## config.mk

```make
export PLATFORM = sky130hd
export DESIGN_NAME = sfb_spi
export DESIGN_NICKNAME = d
export VERILOG_FILES = /design/src/rtl/sfb_pkg.sv /design/src/rtl/sfb_spi.sv
export SDC_FILE = /design/constraint.sdc
export NUM_CORES = 2
export LEC_CHECK = 0
export BUFFER_PORTS_ARGS = -buffer_cell sky130_fd_sc_hd__buf_2
export CAP_MARGIN = 10
export CORE_ASPECT_RATIO = 0.7
export CORE_MARGIN = 4
export CORE_UTILIZATION = 58
export CTS_CLUSTER_SIZE = 14
export DETAILED_ROUTE_END_ITERATION = 8
export GPL_TIMING_DRIVEN = 1
export PLACE_DENSITY = 0.74
export SETUP_SLACK_MARGIN = 0.1
export SYNTH_ARGS = -nofsm -noshare
export SYNTH_HDL_FRONTEND = slang
export SYNTH_SLANG_ARGS = --single-unit
```

## constraint.sdc

```tcl
create_clock -name core_clk -period 35.2 [get_ports core_clk]
set_input_delay 5.28 -clock core_clk [delete_from_list [all_inputs] [get_ports core_clk]]
set_output_delay 5.28 -clock core_clk [all_outputs]
set_load 0.02 [all_outputs]
```

## src/rtl/sfb_pkg.sv

```systemverilog
package sfb_pkg;
   // array organisation
   localparam int SFB_ADDR_W = 24;
   localparam int SFB_SECTORS = 128;
   localparam int SFB_SUBS_PER_SECTOR = 16;
   localparam int SFB_SUBSECTORS = SFB_SECTORS * SFB_SUBS_PER_SECTOR;
   localparam int SFB_SUB_LSB = 12;
   localparam int SFB_SECT_LSB = 16;
   localparam int SFB_MEM_TOP = 22;
   localparam int SFB_PAGE_BYTES = 256;
   localparam int SFB_OTP_BYTES = 64;
   localparam int SFB_FIFO_DEPTH = 4;
   // instruction codes
   localparam logic [7:0] SFB_OP_NONE = 8'h00;
   localparam logic [7:0] SFB_OP_WR_EN = 8'h06;
   localparam logic [7:0] SFB_OP_READ = 8'h03;
   localparam logic [7:0] SFB_OP_DUAL_RD = 8'h3B;
   localparam logic [7:0] SFB_OP_OTP_RD = 8'h4B;
   localparam logic [7:0] SFB_OP_PP = 8'h02;
   localparam logic [7:0] SFB_OP_DUAL_PG = 8'hA2;
   localparam logic [7:0] SFB_OP_OTP_PG = 8'h42;
   localparam logic [7:0] SFB_OP_SSE = 8'h20;
   localparam logic [7:0] SFB_OP_SE = 8'hD8;
   localparam logic [7:0] SFB_OP_BE = 8'hC7;
   // erase kinds
   localparam logic [1:0] SFB_ER_SUB = 2'h0;
   localparam logic [1:0] SFB_ER_SECT = 2'h1;
   localparam logic [1:0] SFB_ER_BULK = 2'h2;
   // sync order: vpp, so, si, hold_n, cs_n, sclk
   localparam logic [5:0] SFB_SYNC_RST = 6'h04;
   typedef enum logic [2:0] {ST_IDLE, ST_CMD, ST_ADDR, ST_DUMMY, ST_RDATA, ST_WDATA, ST_DONE}
      sfb_state_t;
endpackage

```

## src/rtl/sfb_spi.sv

```systemverilog
`timescale 1ns/1ps
module sfb_fifo import sfb_pkg::*; #(
   parameter int WIDTH = 32,
   parameter int DEPTH = SFB_FIFO_DEPTH
) (
   // clock and reset
   input wire logic core_clk,
   input wire logic rst,
   // fill side
   input wire logic in_valid,
   output logic in_ready,
   input wire logic [WIDTH-1:0] in_data,
   // drain side
   output logic out_valid,
   input wire logic out_ready,
   output logic [WIDTH-1:0] out_data
);
   localparam int PW = $clog2(DEPTH);
   typedef struct packed {
      logic [DEPTH-1:0][WIDTH-1:0] mem;
      logic [PW-1:0] wp;
      logic [PW-1:0] rp;
      logic [PW:0] cnt;
   } sfb_fifo_st_t;
   sfb_fifo_st_t r, n;
   logic push, pop;
   assign in_ready = r.cnt != (PW+1)'(DEPTH);
   assign out_valid = r.cnt != '0;
   assign out_data = r.mem[r.rp];
   assign push = in_valid & in_ready;
   assign pop = out_valid & out_ready;
   always_comb
   begin
      n = r;
      if (push)
      begin
         n.mem[r.wp] = in_data;
         n.wp = (r.wp == PW'(DEPTH - 1)) ? '0 : r.wp + 1'b1;
      end
      if (pop)
         n.rp = (r.rp == PW'(DEPTH - 1)) ? '0 : r.rp + 1'b1;
      n.cnt = r.cnt + (PW+1)'(push) - (PW+1)'(pop);
   end
   always_ff @(posedge core_clk or posedge rst)
   begin
      if (rst)
         r <= '0;
      else
         r <= n;
   end
endmodule // sfb_fifo

////////////////////////////////////////////////////////////////////////////////
// Functional notes
// - single-bit read data changes on the output pin after serial clock falls
// - dual-input program samples the output pin too on rising clock
// - instruction, address and program bits sampled from input pin on rising clock
// - dual-output read drives the input pin as well on falling clock
// - select high means deselected and output pin floats
// - standby only when deselected and no internal cycle runs
// - no instruction accepted until select has fallen once after reset
// - hold pauses transfer, keeping selection and all transfer state
// - during hold pins float, data and clock ignored
// - 128 sectors of 16 subsectors, 2048 subsectors for erase
// - erase one subsector, one sector, or whole array
// - page program takes one to 256 bytes per sequence
// - write protection granularity is one 64-Kbyte sector
// - 64-byte one-time area with own read and program instructions
// - once locked the one-time area is read-only until reset, which unlocks it and sets every byte back to all ones
// - dual read and dual program move two bits per clock
// - bulk erase runs fast whenever high program voltage is present
// - only clock modes 0 and 3 are used
module sfb_spi import sfb_pkg::*; (
   // clock and reset
   input wire logic core_clk,
   input wire logic rst,
   // serial pins
   input wire logic sclk,
   input wire logic cs_n,
   input wire logic hold_n,
   input wire logic vpp_high,
   input wire logic serial_in_pin_in,
   output logic serial_in_pin_out,
   output logic serial_in_pin_oe_n,
   input wire logic serial_out_pin_in,
   output logic serial_out_pin_out,
   output logic serial_out_pin_oe_n,
   // array core status
   input wire logic core_busy,
   input wire logic [SFB_SECTORS-1:0] sector_protect,
   output logic standby,
   // array read
   output logic [SFB_ADDR_W-1:0] mem_rd_addr,
   input wire logic [7:0] mem_rd_data,
   // erase request
   output logic erase_req,
   output logic [1:0] erase_kind,
   output logic [$clog2(SFB_SUBSECTORS)-1:0] erase_subsector,
   output logic erase_fast,
   // program stream
   output logic prog_valid,
   input wire logic prog_ready,
   output logic [SFB_ADDR_W-1:0] prog_addr,
   output logic [7:0] prog_data,
   output logic prog_commit,
   output logic prog_overrun
);
   typedef struct packed {
      logic [5:0] s1;
      logic [5:0] s2;
      logic sclk_d;
      logic csn_d;
      logic armed;
      logic wel;
      sfb_state_t st;
      logic [7:0] cmd;
      logic [7:0] sr;
      logic [4:0] bits;
      logic [SFB_ADDR_W-1:0] addr;
      logic [2:0] pos;
      logic drv;
      logic [8:0] pcount;
      logic otp_locked;
      logic [SFB_OTP_BYTES-1:0][7:0] otp;
      logic so_out;
      logic si_out;
      logic so_oe_n;
      logic si_oe_n;
      logic [SFB_ADDR_W-1:0] rd_addr;
      logic erase_req;
      logic [1:0] erase_kind;
      logic [$clog2(SFB_SUBSECTORS)-1:0] erase_sub;
      logic erase_fast;
      logic commit;
      logic overrun;
      logic standby;
   } sfb_st_t;
   sfb_st_t r, n;

   ////////////////////////////////////////////////////////////////////////////
   logic csn, holdact, rise_ok, fall_ok, wr_ok, dual_in, sect_prot;
   logic [7:0] byte1, byte2, otp_byte, rbyte;
   logic [SFB_ADDR_W-1:0] addr_in;
   logic [2:0] pos1;
   logic [4:0] step;
   logic fifo_push, fifo_in_ready;

   // only the second sync stage is read
   assign csn = r.s2[1];
   assign holdact = ~r.s2[2] & ~csn;
   // only edges count, so both idle levels work
   assign rise_ok = r.s2[0] & ~r.sclk_d & ~csn & ~r.csn_d & ~holdact;
   assign fall_ok = ~r.s2[0] & r.sclk_d & ~csn & ~r.csn_d & ~holdact;
   assign byte1 = {r.sr[6:0], r.s2[3]};
   assign byte2 = {r.sr[5:0], r.s2[4], r.s2[3]};
   assign addr_in = {r.addr[SFB_ADDR_W-2:0], r.s2[3]};
   assign sect_prot = sector_protect[addr_in[SFB_MEM_TOP:SFB_SECT_LSB]];
   assign wr_ok = r.wel & ~core_busy;
   assign dual_in = r.cmd == SFB_OP_DUAL_PG;
   assign step = dual_in ? 5'h2 : 5'h1;
   assign otp_byte = r.addr[6] ? {7'h0, ~r.otp_locked} : r.otp[r.addr[5:0]];
   assign rbyte = (r.cmd == SFB_OP_OTP_RD) ? otp_byte : mem_rd_data;
   assign pos1 = r.pos + 3'h1;

   always_comb
   begin
      n = r;
      fifo_push = 1'b0;
      n.s1 = {vpp_high, serial_out_pin_in, serial_in_pin_in, hold_n, cs_n, sclk};
      n.s2 = r.s1;
      n.sclk_d = r.s2[0];
      n.csn_d = r.s2[1];
      n.erase_req = 1'b0;
      n.commit = 1'b0;
      n.overrun = 1'b0;
      if (csn)
      begin
         // conclude only on a whole byte; a partial byte drops the write enable, erase or commit, but one-time bytes already written stay
         if (!r.csn_d && r.bits == 5'h0)
         begin
            if (r.st == ST_DONE && r.cmd == SFB_OP_WR_EN)
               n.wel = 1'b1;
            if (r.st == ST_DONE && (r.cmd == SFB_OP_SSE || r.cmd == SFB_OP_SE ||
               r.cmd == SFB_OP_BE))
            begin
               n.erase_req = 1'b1;
               n.wel = 1'b0;
               n.erase_kind = (r.cmd == SFB_OP_SSE) ? SFB_ER_SUB :
                  (r.cmd == SFB_OP_SE) ? SFB_ER_SECT : SFB_ER_BULK;
               n.erase_sub = r.addr[SFB_MEM_TOP:SFB_SUB_LSB];
               if (r.cmd != SFB_OP_SSE)
                  n.erase_sub[3:0] = 4'h0;
               n.erase_fast = (r.cmd == SFB_OP_BE) & r.s2[5];
            end
            if (r.st == ST_WDATA && r.cmd != SFB_OP_OTP_PG && r.pcount != 9'h0)
            begin
               n.commit = 1'b1;
               n.wel = 1'b0;
            end
            if (r.st == ST_WDATA && r.cmd == SFB_OP_OTP_PG)
               n.wel = 1'b0;
         end
         // a seen high makes the next fall a real one
         n.armed = 1'b1;
         n.st = ST_IDLE;
         n.bits = 5'h0;
         n.pos = 3'h0;
         n.drv = 1'b0;
      end
      else if (r.csn_d)
      begin
         if (r.armed)
            n.st = ST_CMD;
         n.cmd = SFB_OP_NONE;
         n.pcount = 9'h0;
      end
      else if (rise_ok)
      begin
         unique case (r.st)
            ST_CMD:
            begin
               n.sr = byte1;
               n.bits = r.bits + 5'h1;
               if (r.bits == 5'h7)
               begin
                  n.bits = 5'h0;
                  n.cmd = byte1;
                  n.st = ST_DONE;
                  case (byte1)
                     SFB_OP_READ, SFB_OP_DUAL_RD, SFB_OP_OTP_RD:
                        n.st = ST_ADDR;
                     SFB_OP_PP, SFB_OP_DUAL_PG, SFB_OP_OTP_PG, SFB_OP_SSE, SFB_OP_SE:
                        if (wr_ok)
                           n.st = ST_ADDR;
                        else
                           n.cmd = SFB_OP_NONE;
                     SFB_OP_BE:
                        if (!wr_ok || |sector_protect)
                           n.cmd = SFB_OP_NONE;
                     SFB_OP_WR_EN:
                        n.st = ST_DONE;
                     default:
                        n.cmd = SFB_OP_NONE;
                  endcase
               end
            end
            ST_ADDR:
            begin
               n.addr = addr_in;
               n.bits = r.bits + 5'h1;
               if (r.bits == 5'(SFB_ADDR_W - 1))
               begin
                  n.bits = 5'h0;
                  n.rd_addr = addr_in;
                  n.st = ST_DONE;
                  case (r.cmd)
                     SFB_OP_READ:
                        n.st = ST_RDATA;
                     SFB_OP_DUAL_RD, SFB_OP_OTP_RD:
                        n.st = ST_DUMMY;
                     SFB_OP_OTP_PG:
                        n.st = ST_WDATA;
                     SFB_OP_PP, SFB_OP_DUAL_PG, SFB_OP_SSE, SFB_OP_SE:
                        if (sect_prot)
                           n.cmd = SFB_OP_NONE;
                        else if (r.cmd == SFB_OP_PP || r.cmd == SFB_OP_DUAL_PG)
                           n.st = ST_WDATA;
                     default:
                        n.cmd = SFB_OP_NONE;
                  endcase
               end
            end
            ST_DUMMY:
            begin
               n.bits = r.bits + 5'h1;
               if (r.bits == 5'h7)
               begin
                  n.bits = 5'h0;
                  n.st = ST_RDATA;
               end
            end
            ST_WDATA:
            begin
               n.sr = dual_in ? byte2 : byte1;
               n.bits = r.bits + step;
               if (n.bits == 5'h8)
               begin
                  n.bits = 5'h0;
                  if (r.cmd == SFB_OP_OTP_PG)
                  begin
                     // lock byte sits just above the 64 data bytes
                     if (!r.otp_locked)
                     begin
                        if (r.addr[6])
                           n.otp_locked = ~n.sr[0];
                        else
                           n.otp[r.addr[5:0]] = r.otp[r.addr[5:0]] & n.sr;
                     end
                     n.addr[6:0] = r.addr[6:0] + 7'h1;
                  end
                  else if (r.pcount < 9'(SFB_PAGE_BYTES))
                  begin
                     // core too slow: byte is lost and flagged, host cannot stall
                     if (fifo_in_ready)
                     begin
                        fifo_push = 1'b1;
                        n.addr[7:0] = r.addr[7:0] + 8'h1;
                        n.pcount = r.pcount + 9'h1;
                     end
                     else
                        n.overrun = 1'b1;
                  end
               end
            end
            ST_DONE:
            begin
               // clocks past the last byte count modulo 8; only a partial byte aborts
               n.bits = (r.bits == 5'h7) ? 5'h0 : r.bits + 5'h1;
            end
            default:
            begin
            end
         endcase
      end
      else if (fall_ok && r.st == ST_RDATA)
      begin
         n.drv = 1'b1;
         n.so_out = rbyte[~r.pos];
         if (r.cmd == SFB_OP_DUAL_RD)
         begin
            n.si_out = rbyte[~pos1];
            n.pos = r.pos + 3'h2;
         end
         else
            n.pos = pos1;
         if (n.pos == 3'h0)
         begin
            n.addr = r.addr + 24'h00_0001;
            n.rd_addr = r.rd_addr + 24'h00_0001;
         end
      end
      n.so_oe_n = ~(~csn & ~holdact & n.drv & n.st == ST_RDATA);
      n.si_oe_n = ~(~csn & ~holdact & n.drv & n.st == ST_RDATA & n.cmd == SFB_OP_DUAL_RD);
      n.standby = csn & ~core_busy;
   end

   always_ff @(posedge core_clk or posedge rst)
   begin
      if (rst)
      begin
         r <= '0;
         r.s1 <= SFB_SYNC_RST;
         r.s2 <= SFB_SYNC_RST;
         r.otp <= '1;
         r.so_oe_n <= 1'b1;
         r.si_oe_n <= 1'b1;
      end
      else
         r <= n;
   end

   sfb_fifo #(.WIDTH(SFB_ADDR_W + 8), .DEPTH(SFB_FIFO_DEPTH)) u_fifo (
      .core_clk(core_clk),
      .rst(rst),
      .in_valid(fifo_push),
      .in_ready(fifo_in_ready),
      .in_data({r.addr, n.sr}),
      .out_valid(prog_valid),
      .out_ready(prog_ready),
      .out_data({prog_addr, prog_data})
   );

   ////////////////////////////////////////////////////////////////////////////
   assign serial_in_pin_out = r.si_out;
   assign serial_in_pin_oe_n = r.si_oe_n;
   assign serial_out_pin_out = r.so_out;
   assign serial_out_pin_oe_n = r.so_oe_n;
   assign standby = r.standby;
   assign mem_rd_addr = r.rd_addr;
   assign erase_req = r.erase_req;
   assign erase_kind = r.erase_kind;
   assign erase_subsector = r.erase_sub;
   assign erase_fast = r.erase_fast;
   assign prog_commit = r.commit;
   assign prog_overrun = r.overrun;
endmodule // sfb_spi

```

# Word-level counts from Yosys, hierarchy flattened
# Cells that the tools add are included.
[totals]
latchBits = 0
output_inout_bits = 79
ff_bits = 771
mem_bits_rw = 0
wordCells = 364
rom_bits = 0
memories = 0
input_bits = 146
[classes]
order_cmp = 9
shift = 0
multipliers = 0
div = 0
n_mux = 109
reduce_logical = 51
eq_ne = 48
bitwise = 34
n_addsub = 13
[ops]
columns = ["operator", "count"]
rows = [
  ["two-way mux 522 bit", 3],
  ["two-way mux 513 bit", 2],
  ["bitwise mux 512 bit", 1],
  ["two-way mux 512 bit", 1],
  ["two-way mux 24 bit", 8],
  ["bitwise mux 128 bit", 1],
  ["OR reduction 128 bit", 1],
  ["two-way mux 8 bit", 11],
  ["binary-select mux 32 bit (select 2 bit)", 1],
  ["demux 32 bit (select 2 bit)", 1],
  ["two-way mux 16 bit", 4],
  ["two-way mux 32 bit", 2],
  ["case mux 8 bit (2 select lines)", 4],
  ["adder 24 x 1 -> 24 bit (second input constant)", 2],
  ["binary-select mux 8 bit (select 6 bit)", 1],
  ["demux 8 bit (select 6 bit)", 1],
  ["== test 8 bit (second input constant)", 6],
  ["two-way mux 41 bit", 1],
  ["== test 8 x 6 -> 1 bit (second input constant)", 5],
  ["two-way mux 9 bit", 4],
  ["two-way mux 11 bit", 3],
  ["== test 8 x 2 -> 1 bit (second input constant)", 4],
  ["== test 8 x 7 -> 1 bit (second input constant)", 4],
  ["two-way mux 3 bit", 10],
  ["71 further kinds", 183],
]

# Longest topological paths before layout
[logic_depth]
depth_word = 20
depth_mapped = 17
mapped_depth_nobuf = 15

# Hierarchy
# A second synthesis with hierarchy kept.
[unflattened]
hier_cells = 3218
area_unflattened_um2 = 40381.2
[by_module_without_submodules]
columns = ["module", "n_inst", "seq_area_each_um2", "area_per_inst_um2", "cells_each"]
rows = [
  ["sfb_spi", 1, 16560.9, 33787.4, 2867],
  ["sfb_fifo", 1, 3378.2, 6593.8, 351],
]

# Worst setup path after synthesis
# No wires, ideal clock.
[synth_timing]
path_kind = "input -> register"
start = "input sector_protect[39]"
end = "register r (netlist bit serial_in_pin_oe_n)"
t_arrival_ps = 7423
path_slack_ps = 27682
stages = 9
setup_ps = 95
required_time_ps = 35105
path_buffers = 0
cell_sequence = "mux4_2 -> mux2i_1 -> nor3_1 -> or4_1 -> o22ai_1 -> a211oi_1 -> or2_2 -> nor4b_1 -> nand4_1"
[synth_lines]
columns = ["item", "line_no", "rtl"]
rows = [
  ["start, declared", "sfb_spi.sv:90", "input wire logic [SFB_SECTORS-1:0] sector_protect,"],
  ["end signal, assigned", "sfb_spi.sv:359", "r <= n;"],
  ["end, declared", "sfb_spi.sv:138", "sfb_st_t r, n;"],
]

==> results.txt <==
----------------------------------------------------
[Hold path]
  Terminating pin of the worst hold path ... n[623]$_DFF_PP0_
  Start point of the worst hold path ... n[624]$_DFF_PP0_
  Worst hold path class ... reg2reg
  Number of cells on the worst hold path ... 0

[Logic synthesis]
  Number of flops mapped to enable cells by yosys ... 0
  Leading post-synthesis cells by cell area ... sky130_fd_sc_hd__dfstp_2 35%, sky130_fd_sc_hd__mux2_2 19%, sky130_fd_sc_hd__dfrtp_1 17%, sky130_fd_sc_hd__mux4_2 4.2%, sky130_fd_sc_hd__a22oi_1 2.8%
  Biggest area consumer among synthesized cells ... sky130_fd_sc_hd__dfstp_2
  Unique cell type count in the Yosys netlist ... 78
  Fraction of the yosys area taken by sequential cells ... 0.517
  Number of warnings reported in the yosys synthesis log ... 0
  Synthesized flop and latch total ... 771
  Post-synth ARST share ... 1.00
  Primary FF master, synth ... sky130_fd_sc_hd__dfstp_2
  Net count after synthesis ... 3326
  Synth top area share ... 0.352
  Cell count after synthesis ... 3162
  Mean Syn Cell Area ... 12.2 um2
  Area of the mapped netlist ... 0.0386 mm2

[Timing]
  Final setup violation count ... 0
  Max-Slew Margin vs Limit ... 0.177
  Max frequency ... 0.129 GHz
  Setup repair after global routing missed its margin ... no
  Clock period minus final worst setup slack ... 7.75 ns
  Endpoints failing hold ... 0
  Worst Tran Pin Value ... 1.23 ns
  Worst-case clock skew ... 0.0195 ns
  Worst hold margin ... 0.357 ns
  Final-report max-slew violation count ... 0
  Final clock period utilization by the worst path ... 0.220
  Post-route setup TNS ... 0 ns

[Status]
  Status ... finished clean

[Setup path]
  Bufs and invs on worst path ... 1
  Critical Path End Type ... flip-flop
  Critical Path Start ... sector_protect[56]
  Worst R2R Path Depth ... 13
  Sort of element at the start of the critical path ... input port
  Ordered cell list for the critical path ... buf_2 > nor2b_1 > a2111oi_0 > nor4_1 > or4_1 > o22ai_1 > a211oi_1 > or2_2 > nor4b_1 > nand4_1
  WP data arrival ... 8.32 ns
  Largest driver fanout on the critical path ... 4
  Worst Path Required ... 35.76 ns
  Flop2flop setup slack ... 29.01 ns
  Largest stage delay on the critical path ... 0.63 ns
  Slowest stage cell on the critical path ... sky130_fd_sc_hd__a2111oi_0
  Category of the most critical setup path ... in2reg
  Endpoint of the worst register-to-register path ... r[235]$_DFFE_PP1P_
  R2R Path Start ... r[609]$_DFF_PP0_
  Largest delay share family, worst path ... simple AND/OR/NAND/NOR gates

[Global route]
  Overall overflow remaining after global route ... 0
  Number of antenna violations at the first check in global routing ... 11
  GRT Resource Usage Total ... 0.326
  Vias in the first global route ... 28300
  Largest net degree at the start of global routing ... 214
  First-pass GRT wire length ... 176000 um

[Finish]
  Number of nets in the finished design ... 3401
  Most common library cell in the layout ignoring fill and taps ... sky130_fd_sc_hd__mux2_2
  Layout area overhead ... 10.3%
  Layout cells sized above 1 ... 0.525
  Commonest cells after routing, fill and taps aside ... 639 x sky130_fd_sc_hd__mux2_2, 516 x sky130_fd_sc_hd__dfstp_2, 249 x sky130_fd_sc_hd__dfrtp_1
  Total non-filler cell area in the finished layout ... 0.0425 mm2

[Route]
  Routed WL ... 117000 um
  Vias post-DR ... 28400
  Average wire per standard cell ... 27.9 um
  Avg Vias per Cell ... 6.79
  Antenna-violating nets left ... 0
  Initial DRC Count ... 3582
  Final routed DRC violation total ... 0
  Number of iterations in the first detailed-routing pass ... 8

[Place]
  Global placer's final weighted congestion ... 1.00
  DP Wirelength ... 78200 um
  Post-Place Cell Area ... 0.0401 mm2
  Count of port buffers added during placement ... 224

[Clocking]
  CTS Hold Buffers Added ... 0
  Latest clock arrival within the worst-skew pair ... 0.66 ns
  Count of H-tree levels built during CTS ... 3
  Clock tree buffer depth ... 3
  Post-CTS setup repair buffer count ... 0
  TritonCTS clock tree ... yes
  Cts bufs inserted ... 75
  Reg clk slew, reported paths ... 0.07 ns
  Number of cells upsized or downsized after cts ... 0
  CTS sink count ... 771
  Clock tree root buffer cell ... sky130_fd_sc_hd__clkbuf_16

[Floorplanning]
  Die X ... 316 um
  Die area ... 0.0707 mm2
  Area of the core region ... 0.0653 mm2
  Top-level I/O count ... 225
  Height of the die ... 224 um
  Number of placement rows ... 78
  Initial Util ... 0.590

[Power]
  Static leakage ... 17.3 nW
  Power density over the cells ... 45.0 mW/mm2
  Worst vdd rail ir drop ... 0.0339 mV
  Power after layout ... 1.91 mW

[Flow run]
  Max cap viols ... 0

----------------------------------------------------
==> per-stage QoR <==
step | utilization | instances | setup slack, ns
5_1_grt | 0.651 | 4183 | 27.10
3_3_place_gp | 0.614 | 4040 | 26.85
2_1_floorplan | - | 3162 | 9.13
4_1_cts | 0.651 | 4178 | 27.44
3_5_place_dp | 0.614 | 4040 | 26.75
6_report | 0.651 | 4187 | 27.45
==> synth_stat cells, drive strengths merged, types with 7 or more instances <==
| cell | number |
|---|---|
| a211oi | 9 |
| a21o | 7 |
| a21oi | 99 |
| a221oi | 50 |
| a22o | 28 |
| a22oi | 142 |
| a31oi | 41 |
| a41oi | 14 |
| and2 | 12 |
| and3 | 18 |
| and4 | 7 |
| buf | 89 |
| clkbuf | 194 |
| dfrtp | 255 |
| dfstp | 516 |
| ha | 16 |
| inv | 28 |
| mux2 | 641 |
| mux2i | 40 |
| mux4 | 72 |
| nand2 | 195 |
| nand2b | 12 |
| nand3 | 42 |
| nand3b | 10 |
| nand4 | 23 |
| nor2 | 189 |
| nor2b | 20 |
| nor3 | 43 |
| nor3b | 11 |
| nor4 | 41 |
| nor4b | 10 |
| o21ai | 126 |
| o221ai | 7 |
| o22a | 7 |
| o22ai | 18 |
| o2bb2ai | 7 |
| o31ai | 8 |
| or2 | 8 |
| or3 | 13 |
| xnor2 | 10 |
==> layout make-up <==
class	count	area, um2
antenna	9	22.5
clock buffer	110	2160
timing repair buffer	281	1560
sequential	771	19900
inverter	32	128
clock inverter	28	235
multi-input combinational	2076	17400
tap	880	1100
fill	4735	22800
==> registers in the layout, indices dropped and copies added (netlist names), 2 cells and up <==
| name | cells |
|---|---|
| r | 550 |
| u_fifo.r | 135 |
| addr_in | 24 |
| mem_rd_addr | 24 |
| erase_subsector | 11 |
| byte1 | 7 |
| n | 7 |
| erase_kind | 2 |
==> worst max path at each step <==
| stage | depth (start not counted) | endpoint | slack (ns) |
|---|---|---|---|
| floorplan | 1 | addr_in[0]$_DFF_PP0_ | 9.13 |
| finish | 10 | serial_in_pin_oe_n$_DFF_PP1_ | 27.45 |
| detailed placement | 5 | r[107]$_DFFE_PP1P_ | 26.75 |
| global placement | 10 | serial_in_pin_oe_n$_DFF_PP1_ | 26.85 |
| CTS | 5 | r[101]$_DFFE_PP1P_ | 27.44 |
| global route | 5 | r[343]$_DFFE_PP1P_ | 27.10 |
==> worst reg2reg max path: cells and delay by family, from the launching register on <==
family          cells  cell delay (ns)
compound gates      2             0.64
fa+ha+maj           1             0.42
buf+inv             1             0.47
flops               1             0.54
mux                 1             0.42
simple gates        8             3.63
==> routing by layer <==
layer | vias up | global-route usage | part of all wire | wire [um]
li1 | 11900 | - | - | -
met1 | 14800 | 0.495 | 0.44 | 51500
met2 | 1435 | 0.453 | 0.43 | 49700
met3 | 259 | 0.0990 | 0.10 | 12200
met4 | 4 | 0.0936 | 0.028 | 3240
met5 | - | 0 | 0.00024 | 28
==> kinds of logic (layout without fill, tap and decap cells) <==
kind of cell    count (synthesis)  count (layout)  synth area share
compound gates                615             615             0.109
xor+xnor                       13              13           0.00295
fa+ha+maj                      18              18           0.00623
buf+inv                       315             451            0.0349
flops                         771             771             0.517
mux                           753             753             0.240
other cells                     0               9                 0
simple gates                  677             677            0.0904
==> power by group <==
part / leakage (nW) / switching, mW / internal (mW)
clock: 1.18 / 0.362 / 0.433
combinational: 7.36 / 0.140 / 0.0599
sequential: 8.80 / 0.0196 / 0.899
(Power assumes the default switching activity.)
